**src/rtl/fault_irq_pkg.sv**
```systemverilog
// package: register map, field layout and carrier types of the fault interrupt enable block
`default_nettype none
package fault_irq_pkg;
    // register indices; byte address is four times the index
    localparam logic [7:0]  IDX_BOOST_EN      = 8'h0A;
    localparam logic [7:0]  IDX_CHANNEL_EN    = 8'h0C;
    localparam logic [7:0]  IDX_FAULT_STATUS  = 8'h12;
    localparam logic [7:0]  IDX_FAULT_MASK    = 8'h13;

    // reset values; enable words as read back, mask as one bit per event
    localparam logic [15:0] BOOST_EN_RST      = 16'hA028;
    localparam logic [15:0] CHANNEL_EN_RST    = 16'h00AA;
    localparam logic [9:0]  FAULT_MASK_RST    = 10'h3FF;

    // two-bit field codes
    localparam logic [1:0]  FIELD_WR_OFF      = 2'h1;
    localparam logic [1:0]  FIELD_WR_ON       = 2'h3;
    localparam logic [1:0]  FIELD_RD_OFF      = 2'h0;
    localparam logic [1:0]  FIELD_RD_ON       = 2'h2;

    // field counts; boost field k sits at bits 2k+3:2k+2, channel field k at 2k+1:2k
    localparam int          BOOST_FIELDS      = 7;
    localparam int          CHANNEL_FIELDS    = 4;
    localparam int          FAULT_EVENTS      = 10;
    localparam int          GLOBAL_FIELD      = 3;

    // boost fault sources, msb first in field order
    typedef struct packed {
        logic thermal_shutdown;
        logic current_resistor_short;
        logic string_config_resistor_missing;
        logic mode_resistor_missing;
        logic frequency_resistor_missing;
        logic boost_overcurrent;
        logic boost_overvoltage_high;
    } boost_faults_t;

    // channel fault sources, msb first in field order
    typedef struct packed {
        logic serial_timeout;
        logic bad_string_config;
        logic string_fault;
    } channel_faults_t;

    typedef struct packed {
        logic [6:0]  boost_en;
        logic [3:0]  channel_en;
        logic [9:0]  status;
        logic [9:0]  mask;
        logic [31:0] prdata;
        logic        pready;
        logic        pslverr;
        logic        irq;
    } fault_irq_state_t;
endpackage : fault_irq_pkg
`default_nettype wire

```
**src/rtl/fault_interrupt_enable_regs.sv**
```systemverilog
// fault interrupt enable registers with latched fault status, apb slave
//
// Contract
// - boost enable at index 0Ah, resets A028h
// - channel enable at index 0Ch, resets AAh
// - field write 1h disables source
// - field write 3h enables source
// - disabled field reads 0h
// - enabled field reads 2h
// - bits 13-12 gate current resistor short
// - bits 11-10 gate string resistor missing
// - bits 9-8 gate mode resistor missing
// - bits 7-6 gate frequency resistor missing
// - bits 5-4 gate boost overcurrent
// - bits 3-2 gate overvoltage; 1-0 reserved
// - channel bits 5-4 gate serial timeout
// - channel bits 3-2 gate bad strings
// - channel bits 1-0 gate string faults
// - status and clear bits together clear
//
// The APB register port was decided locally.
`default_nettype none
module fault_interrupt_enable_regs
    import fault_irq_pkg::*;
(
    input  wire logic            MCLK,          // 200 MHz clock
    input  wire logic            SRST,          // synchronous reset, active high
    input  wire logic            PSEL,          // apb select
    input  wire logic            PENABLE,       // apb access phase
    input  wire logic            PWRITE,        // apb direction
    input  wire logic [7:0]      PADDR,         // apb byte address
    input  wire logic [31:0]     PWDATA,        // apb write data
    output logic      [31:0]     PRDATA,        // apb read data
    output logic                 PREADY,        // apb ready
    output logic                 PSLVERR,       // apb error, unmapped address
    input  wire boost_faults_t   BOOST_FAULT,   // boost fault levels
    input  wire channel_faults_t CHANNEL_FAULT, // channel fault levels
    output logic                 IRQ            // interrupt, high active level
);

    fault_irq_state_t state_reg;
    fault_irq_state_t state_next;

    logic [9:0] event_vec;
    logic [9:0] enable_vec;
    logic [9:0] clear_vec;
    logic       access;
    logic       commit;
    logic       wr_commit;
    logic       hit_boost;
    logic       hit_channel;
    logic       hit_status;
    logic       hit_mask;
    logic       hit_any;

    ////////////////////////////////////////////////////////////////////////////
    // address decode

    assign access      = PSEL && PENABLE;
    assign commit      = access && state_reg.pready;
    assign wr_commit   = commit && PWRITE;
    assign hit_boost   = PADDR == 8'(IDX_BOOST_EN * 4);
    assign hit_channel = PADDR == 8'(IDX_CHANNEL_EN * 4);
    assign hit_status  = PADDR == 8'(IDX_FAULT_STATUS * 4);
    assign hit_mask    = PADDR == 8'(IDX_FAULT_MASK * 4);
    assign hit_any     = hit_boost || hit_channel || hit_status || hit_mask;

    ////////////////////////////////////////////////////////////////////////////
    // event order: boost sources in bits 9:3, channel sources in bits 2:0

    assign event_vec = {BOOST_FAULT, CHANNEL_FAULT};

    assign enable_vec = {state_reg.boost_en, state_reg.channel_en[2:0]};

    // paired clear: status bit 2j+1 and clear bit 2j both one
    generate
        for (genvar j = 0; j < FAULT_EVENTS; j++) begin : g_clear
            assign clear_vec[j] = wr_commit && hit_status && PWDATA[2*j+1] && PWDATA[2*j];
        end
    endgenerate

    ////////////////////////////////////////////////////////////////////////////
    // field helpers

    // coded field update; other codes keep the state
    function automatic logic field_update(input logic cur, input logic [1:0] code);
        logic res;
        res = cur;
        if (code == FIELD_WR_OFF) begin
            res = 1'b0;
        end else if (code == FIELD_WR_ON) begin
            res = 1'b1;
        end
        return res;
    endfunction : field_update

    function automatic logic [1:0] field_read(input logic en);
        return en ? FIELD_RD_ON : FIELD_RD_OFF;
    endfunction : field_read

    ////////////////////////////////////////////////////////////////////////////
    // next state

    always_comb begin
        logic [31:0] rd;
        rd         = 32'h0000_0000;
        state_next = state_reg;

        // one wait state: ready rises on the second access cycle, drops after the commit
        state_next.pready  = access && !state_reg.pready;
        state_next.pslverr = access && !state_reg.pready && !hit_any;

        if (hit_boost) begin
            // reserved bits 1-0 stay zero on read
            for (int k = 0; k < BOOST_FIELDS; k++) begin
                rd[2*k+2 +: 2] = field_read(state_reg.boost_en[k]);
            end
        end else if (hit_channel) begin
            for (int k = 0; k < CHANNEL_FIELDS; k++) begin
                rd[2*k +: 2] = field_read(state_reg.channel_en[k]);
            end
        end else if (hit_status) begin
            for (int j = 0; j < FAULT_EVENTS; j++) begin
                rd[2*j+1] = state_reg.status[j];
            end
        end else if (hit_mask) begin
            for (int j = 0; j < FAULT_EVENTS; j++) begin
                rd[2*j+1] = state_reg.mask[j];
            end
        end
        // read data is captured while waiting, so it stands at the commit edge
        state_next.prdata = (access && !state_reg.pready && !PWRITE) ? rd : 32'h0000_0000;

        if (wr_commit && hit_boost) begin
            for (int k = 0; k < BOOST_FIELDS; k++) begin
                state_next.boost_en[k] = field_update(state_reg.boost_en[k], PWDATA[2*k+2 +: 2]);
            end
        end
        if (wr_commit && hit_channel) begin
            for (int k = 0; k < CHANNEL_FIELDS; k++) begin
                state_next.channel_en[k] = field_update(state_reg.channel_en[k], PWDATA[2*k +: 2]);
            end
        end
        if (wr_commit && hit_mask) begin
            for (int j = 0; j < FAULT_EVENTS; j++) begin
                state_next.mask[j] = PWDATA[2*j+1];
            end
        end

        // a fault in the clearing cycle survives: set wins over clear
        state_next.status = (state_reg.status & ~clear_vec) | event_vec;

        state_next.irq = state_next.channel_en[GLOBAL_FIELD] &&
                         |(state_next.status & state_next.mask &
                           {state_next.boost_en, state_next.channel_en[2:0]});

        if (SRST) begin
            // reset enables derived from the readback reset words
            for (int k = 0; k < BOOST_FIELDS; k++) begin
                state_next.boost_en[k] = BOOST_EN_RST[2*k+3];
            end
            for (int k = 0; k < CHANNEL_FIELDS; k++) begin
                state_next.channel_en[k] = CHANNEL_EN_RST[2*k+1];
            end
            state_next.status  = '0;
            state_next.mask    = FAULT_MASK_RST;
            state_next.prdata  = 32'h0000_0000;
            state_next.pready  = 1'b0;
            state_next.pslverr = 1'b0;
            state_next.irq     = 1'b0;
        end
    end

    always_ff @(posedge MCLK) begin
        state_reg <= state_next;
    end

    assign PRDATA  = state_reg.prdata;
    assign PREADY  = state_reg.pready;
    assign PSLVERR = state_reg.pslverr;
    assign IRQ     = state_reg.irq;

    ////////////////////////////////////////////////////////////////////////////
    // checks

    a_boost_reset_val: assert property (
        @(posedge MCLK) $past(SRST) |-> state_reg.boost_en == 7'h63)
        else $error("boost enable reset value wrong");

    a_channel_reset_val: assert property (
        @(posedge MCLK) $past(SRST) |-> state_reg.channel_en == 4'hF && !IRQ)
        else $error("channel enable reset value wrong");

    a_field_disable: assert property (
        @(posedge MCLK) disable iff (SRST)
        wr_commit && hit_boost && PWDATA[15:14] == 2'h1 |=> !state_reg.boost_en[6])
        else $error("write of 1h did not disable field");

    a_field_enable: assert property (
        @(posedge MCLK) disable iff (SRST)
        wr_commit && hit_channel && PWDATA[5:4] == 2'h3 |=> state_reg.channel_en[2])
        else $error("write of 3h did not enable field");

    a_read_format: assert property (
        @(posedge MCLK) disable iff (SRST)
        commit && !PWRITE && (hit_boost || hit_channel) |->
        (PRDATA & 32'hFFFF_5555) == 32'h0000_0000)
        else $error("enable readback format wrong");

    a_field_keep: assert property (
        @(posedge MCLK) disable iff (SRST)
        wr_commit && hit_boost && !PWDATA[4] |=> $stable(state_reg.boost_en[1]))
        else $error("ignored code changed the field");

    a_global_gate: assert property (
        @(posedge MCLK) disable iff (SRST)
        !state_reg.channel_en[GLOBAL_FIELD] |-> !IRQ)
        else $error("interrupt raised while globally disabled");

    a_pair_clear: assert property (
        @(posedge MCLK) disable iff (SRST)
        wr_commit && hit_status && PWDATA[1:0] == 2'h3 && !CHANNEL_FAULT.string_fault
        |=> !state_reg.status[0])
        else $error("paired clear did not clear status");

    a_half_clear: assert property (
        @(posedge MCLK) disable iff (SRST)
        state_reg.status[0] && !(wr_commit && hit_status && PWDATA[1:0] == 2'h3)
        |=> state_reg.status[0])
        else $error("status lost without a paired clear");

    a_irq_cause: assert property (
        @(posedge MCLK) disable iff (SRST)
        state_reg.status[0] && state_reg.mask[0] && state_reg.channel_en[0] &&
        state_reg.channel_en[GLOBAL_FIELD] |-> IRQ)
        else $error("enabled string fault did not raise interrupt");

    a_pready_wait: assert property (
        @(posedge MCLK) disable iff (SRST)
        access && !PREADY |=> PREADY ##1 !PREADY)
        else $error("ready did not follow one wait state");

    a_chan_disable: assert property (
        @(posedge MCLK) disable iff (SRST)
        wr_commit && hit_channel && PWDATA[1:0] == 2'h1 |=> !state_reg.channel_en[0])
        else $error("write of 1h did not disable channel field");

    a_boost_enable: assert property (
        @(posedge MCLK) disable iff (SRST)
        wr_commit && hit_boost && PWDATA[3:2] == 2'h3 |=> state_reg.boost_en[0])
        else $error("write of 3h did not enable boost field");

    a_read_off: assert property (
        @(posedge MCLK) disable iff (SRST)
        commit && !PWRITE && hit_boost && !state_reg.boost_en[4] |-> PRDATA[11:10] == 2'h0)
        else $error("disabled field did not read 0h");

    a_read_on: assert property (
        @(posedge MCLK) disable iff (SRST)
        commit && !PWRITE && hit_channel && state_reg.channel_en[3] |-> PRDATA[7:6] == 2'h2)
        else $error("enabled field did not read 2h");

    a_boost_reserved: assert property (
        @(posedge MCLK) disable iff (SRST)
        commit && !PWRITE && hit_boost |-> PRDATA[1:0] == 2'h0 && PRDATA[31:16] == 16'h0000)
        else $error("boost reserved bits not zero");

    a_chan_reserved: assert property (
        @(posedge MCLK) disable iff (SRST)
        commit && !PWRITE && hit_channel |-> PRDATA[31:8] == 24'h00_0000)
        else $error("channel reserved bits not zero");

    a_chan_keep: assert property (
        @(posedge MCLK) disable iff (SRST)
        wr_commit && hit_channel && !PWDATA[6] |=> $stable(state_reg.channel_en[GLOBAL_FIELD]))
        else $error("ignored code changed the global field");

    a_gate_cur_short: assert property (
        @(posedge MCLK) disable iff (SRST)
        state_reg.status == 10'h100 && !state_reg.boost_en[5] |-> !IRQ)
        else $error("disabled current resistor short raised interrupt");

    a_gate_string_res: assert property (
        @(posedge MCLK) disable iff (SRST)
        state_reg.status == 10'h080 && !state_reg.boost_en[4] |-> !IRQ)
        else $error("disabled string resistor fault raised interrupt");

    a_gate_mode_res: assert property (
        @(posedge MCLK) disable iff (SRST)
        state_reg.status == 10'h040 && !state_reg.boost_en[3] |-> !IRQ)
        else $error("disabled mode resistor fault raised interrupt");

    a_gate_freq_res: assert property (
        @(posedge MCLK) disable iff (SRST)
        state_reg.status == 10'h020 && !state_reg.boost_en[2] |-> !IRQ)
        else $error("disabled frequency resistor fault raised interrupt");

    a_gate_overcurrent: assert property (
        @(posedge MCLK) disable iff (SRST)
        state_reg.status == 10'h010 && !state_reg.boost_en[1] |-> !IRQ)
        else $error("disabled overcurrent raised interrupt");

    a_gate_overvoltage: assert property (
        @(posedge MCLK) disable iff (SRST)
        state_reg.status == 10'h008 && !state_reg.boost_en[0] |-> !IRQ)
        else $error("disabled overvoltage raised interrupt");

    a_gate_bus_timeout: assert property (
        @(posedge MCLK) disable iff (SRST)
        state_reg.status == 10'h004 && !state_reg.channel_en[2] |-> !IRQ)
        else $error("disabled serial timeout raised interrupt");

    a_gate_bad_strings: assert property (
        @(posedge MCLK) disable iff (SRST)
        state_reg.status == 10'h002 && !state_reg.channel_en[1] |-> !IRQ)
        else $error("disabled bad string config raised interrupt");

    a_gate_string_fault: assert property (
        @(posedge MCLK) disable iff (SRST)
        state_reg.status == 10'h001 && !state_reg.channel_en[0] |-> !IRQ)
        else $error("disabled string fault raised interrupt");

    a_mask_gate: assert property (
        @(posedge MCLK) disable iff (SRST)
        state_reg.status == 10'h001 && !state_reg.mask[0] |-> !IRQ)
        else $error("masked string fault raised interrupt");

    a_irq_needs_cause: assert property (
        @(posedge MCLK) disable iff (SRST)
        IRQ |-> state_reg.channel_en[GLOBAL_FIELD] && |(state_reg.status & state_reg.mask & enable_vec))
        else $error("interrupt without an enabled latched fault");

    a_set_wins: assert property (
        @(posedge MCLK) disable iff (SRST)
        CHANNEL_FAULT.string_fault |=> state_reg.status[0])
        else $error("fault did not latch its status");

    a_err_unmapped: assert property (
        @(posedge MCLK) disable iff (SRST)
        commit && !hit_any |-> PSLVERR)
        else $error("unmapped access without error");

    a_err_mapped: assert property (
        @(posedge MCLK) disable iff (SRST)
        commit && hit_any |-> !PSLVERR)
        else $error("mapped access flagged as error");

    a_ready_pulse: assert property (
        @(posedge MCLK) disable iff (SRST)
        PREADY |=> !PREADY)
        else $error("ready held longer than one cycle");

endmodule : fault_interrupt_enable_regs
`default_nettype wire

```
**config.mk**
```make
export PLATFORM = sky130hd
export DESIGN_NAME = fault_interrupt_enable_regs
export DESIGN_NICKNAME = d
export VERILOG_FILES = /design/src/rtl/fault_irq_pkg.sv /design/src/rtl/fault_interrupt_enable_regs.sv
export SDC_FILE = /design/constraint.sdc
export NUM_CORES = 1
export LEC_CHECK = 0
export BUFFER_PORTS_ARGS = -buffer_cell sky130_fd_sc_hd__buf_4
export CAP_MARGIN = 20
export CORE_ASPECT_RATIO = 1.5
export CORE_MARGIN = 2
export CORE_UTILIZATION = 53
export DETAILED_ROUTE_END_ITERATION = 10
export PLACE_DENSITY = 0.86
export SYNTH_ARGS = -nofsm -noshare
export SYNTH_HDL_FRONTEND = slang
export SYNTH_SLANG_ARGS = --single-unit
```
**constraint.sdc**
```tcl
create_clock -name MCLK -period 5.1 [get_ports MCLK]
set_input_delay 0.51 -clock MCLK [delete_from_list [all_inputs] [get_ports MCLK]]
set_output_delay 0.51 -clock MCLK [all_outputs]
set_load 0.05 [all_outputs]
```
==> flow_metrics.py <==
metrics = {
    "run_status": {
        "status": "complete, no violations",
    },
    "finish": {
        "drive_above_1_share": 0.238,
        "antennaDiodeCount": 0,
        "final_cell_mix": "56 x buf_4, 44 x dfxtp_1, 25 x nand2_1, 23 x mux2i_1, 22 x conb_1",
        "fill_cells": 371,
        "largest_register_ffs": 21,
        "final_common_cell": "buf_4",
        "regArea_sq_um": 881,
        "final_nets": 356,
        "multi_input_area_sq_um": 1210,
        "syn2layout_area_growth_pct": 14.8,
        "fin_util": 0.636,
    },
    "logic_synthesis": {
        "yosysSeqAreaShare": 0.375,
        "yosys_warnings": 0,
        "synth-edff-count": 0,
        "synth_cell_types": 51,
        "synthCells": 261,
        "netlist_area_sq_um": 2350,
        "ys.flop_type": "dfxtp_1",
        "syn_avg_cell_area_sq_um": 9.01,
        "async_flop_share": 0,
        "ys_seq_elements": 44,
    },
    "critical_path": {
        "end_kind": "register",
        "r2r_cells": 7,
        "worst_setup_path_start_kind": "register",
        "crit_required_ns": 5.29,
        "reg2reg_from": "PREADY",
        "crit_type": "reg2reg",
        "path_buf_inv": 0,
        "path_delay_family": "simple AND/OR/NAND/NOR gates",
        "r2r_end": "IRQ",
        "rrSetupSlack_ns": 2.55,
        "path_cells": "and4_1 > nand4_4 > mux2i_1 > a211oi_1 > nor4_2 > o311ai_1 > o31a_1",
        "cp_slowest_stage_delay_ns": 0.62,
        "worst-path-max-fanout": 16,
        "cp_slowest_cell": "and4_1",
        "crit_arrival_ns": 2.74,
    },
    "sta": {
        "slew_viol_final": 0,
        "finalSetupViolCount": 0,
        "slew_headroom": 0.287,
        "fin_hold_ws_ns": 0.434,
        "grt_setup_unrepaired": "false",
        "max_slew.worst_pin.slew_ns": 1.06,
        "fmax_ghz": 0.393,
        "setup_slack_ns": 2.55,
        "finalCriticalPeriod_ns": 2.55,
        "finalClockSkew_ns": 0.00251,
        "fin_setup_tns_ns": 0,
        "hold_viol_final": 0,
        "fin_crit_sh": 0.499,
    },
    "floorplanning": {
        "die_h_um": 85.6,
        "dieArea_sq_um": 5000,
        "initial_core_util": 0.554,
        "rows": 29,
        "top_level_ports": 90,
        "core_sq_um": 4250,
        "floorplan.die.width_um": 58.4,
    },
    "clocking": {
        "cts.sinks": 44,
        "cts_buffer_depth": 2,
        "clk_latency_ns": 0.30,
        "htreeDepth": 2,
        "cts.hold.buffers_added": 0,
        "cts_buffers": 5,
        "cts_resized": 0,
        "cts_tree": "done",
        "postCtsSetupRepairBufs": 0,
        "root_buffer": "clkbuf_8",
        "path_clk_slew_ns": 0.08,
    },
    "pwr": {
        "power.density_nw_per_um2": 268,
        "p_leak_uw": 0.00127,
        "peakVddDrop_v": 0.000205,
    },
    "global_route": {
        "grt_max_degree": 34,
        "grt.total_usage": 0.221,
        "grt_pass1_vias": 1859,
        "antenna_found_initial": 0,
        "grt.met3_usage": 0.0437,
        "gr-total-overflow": 0,
        "use_met2": 0.391,
        "grt_pass1_wl_mm": 8.40,
        "met1_usage": 0.245,
        "busiest_layer": "met2",
    },
    "hold_path": {
        "hold_depth": 3,
        "hold_end": "state_reg[54]",
        "hp-start": "BOOST_FAULT[6]",
        "min_path_type": "in2reg",
    },
    "routing": {
        "num_vias": 1961,
        "drt-initial-drc-count": 44,
        "drtPass1Iterations": 4,
        "drt-vias-per-instance": 5.64,
        "finalWirelength_mm": 5.35,
        "routedWlPerCell_um": 15.4,
        "drcViolationCount": 0,
        "antenna_left": 0,
    },
    "place": {
        "place_ws_ns": 2.29,
        "portBuffers": 55,
        "gp_congestion": 0.822,
        "dpl.hpwl_mm": 3.82,
    },
    "job": {
        "cap_violations": 0,
    },
}
[kinds of logic (layout without fill, tap and decap cells)]
group,Yosys count,count (layout),synth area share
AND/OR/NAND/NOR,102,102,0.265
buffers and inverters,49,69,0.142
AO/OA/AOI/OAI,40,40,0.109
flip-flops,44,44,0.375
multiplexers,25,25,0.108
other,1,22,0.00160
[synthesized netlist by cell type (3+ instances only)]
cell       n  share of area
a21oi_1   11          0.023
a22o_1     3          0.011
and2_1     3         0.0080
buf_2      3         0.0064
buf_4     35           0.11
clkbuf_1   4         0.0064
dfxtp_1   44           0.37
inv_1      5         0.0080
mux2i_1   23          0.098
nand2_1   25          0.040
nand2b_1  11          0.029
nand3_1    9          0.019
nand3b_1   3         0.0096
nand4_1    6          0.016
nor2_1    14          0.022
nor2b_1    4          0.011
nor3_1     4         0.0085
o21ai_0    8          0.017
[cell type report]
cell class                 instances  area share
tap                               46      0.0213
multi-input combinational        189       0.450
inverter                           5     0.00695
clock inverter                     2      0.0130
clock buffer                       6      0.0269
timing repair buffer              56       0.156
sequential                        44       0.326
[per-layer routing]
| metal | wire, um | vias up |
|---|---|---|
| met2 | 2760 | 75 |
| li1 | - | 943 |
| met4 | 125 | 0 |
| met3 | 371 | 12 |
| met1 | 2090 | 931 |
| met5 | 0 | - |
[through the flow]
| stage | instance area (sq um) | total power [uW] | instances |
|---|---|---|---|
| 3_3_place_gp | 2590 | 468 | 340 |
| 6_report | 2700 | 725 | 348 |
| 2_1_floorplan | 2430 | 443 | 282 |
| 5_1_grt | 2700 | 750 | 348 |
| 4_1_cts | 2700 | 725 | 348 |
| 3_5_place_dp | 2590 | 469 | 340 |
[worst max path at each step]
stage / startpoint / end / slack, ns / depth (start not counted)
floorplan: PREADY / IRQ / 2.80 / 9
global placement: PADDR[4] / IRQ / 2.33 / 8
detailed placement: PADDR[4] / IRQ / 2.29 / 8
CTS: PREADY / IRQ / 2.60 / 7
global route: PREADY / IRQ / 2.40 / 7
finish: PREADY / IRQ / 2.55 / 7
[worst register-to-register path, cell delays in order (launching register included)]
cell and delay, ns:
dfxtp_1 0.35, and4_1 0.62, nand4_4 0.38, mux2i_1 0.31, a211oi_1 0.11, nor4_2 0.29, o311ai_1 0.14, o31a_1 0.25
[power by group]
part / switching, uW / leakage, uW / internal [uW]
Clock: 117 / 0.0000552 / 145
Sequential: 3.57 / 0.000359 / 350
Combinational: 71.0 / 0.000854 / 37.8
Total: 192 / 0.00127 / 533
Power figures use the tool's default switching activity.
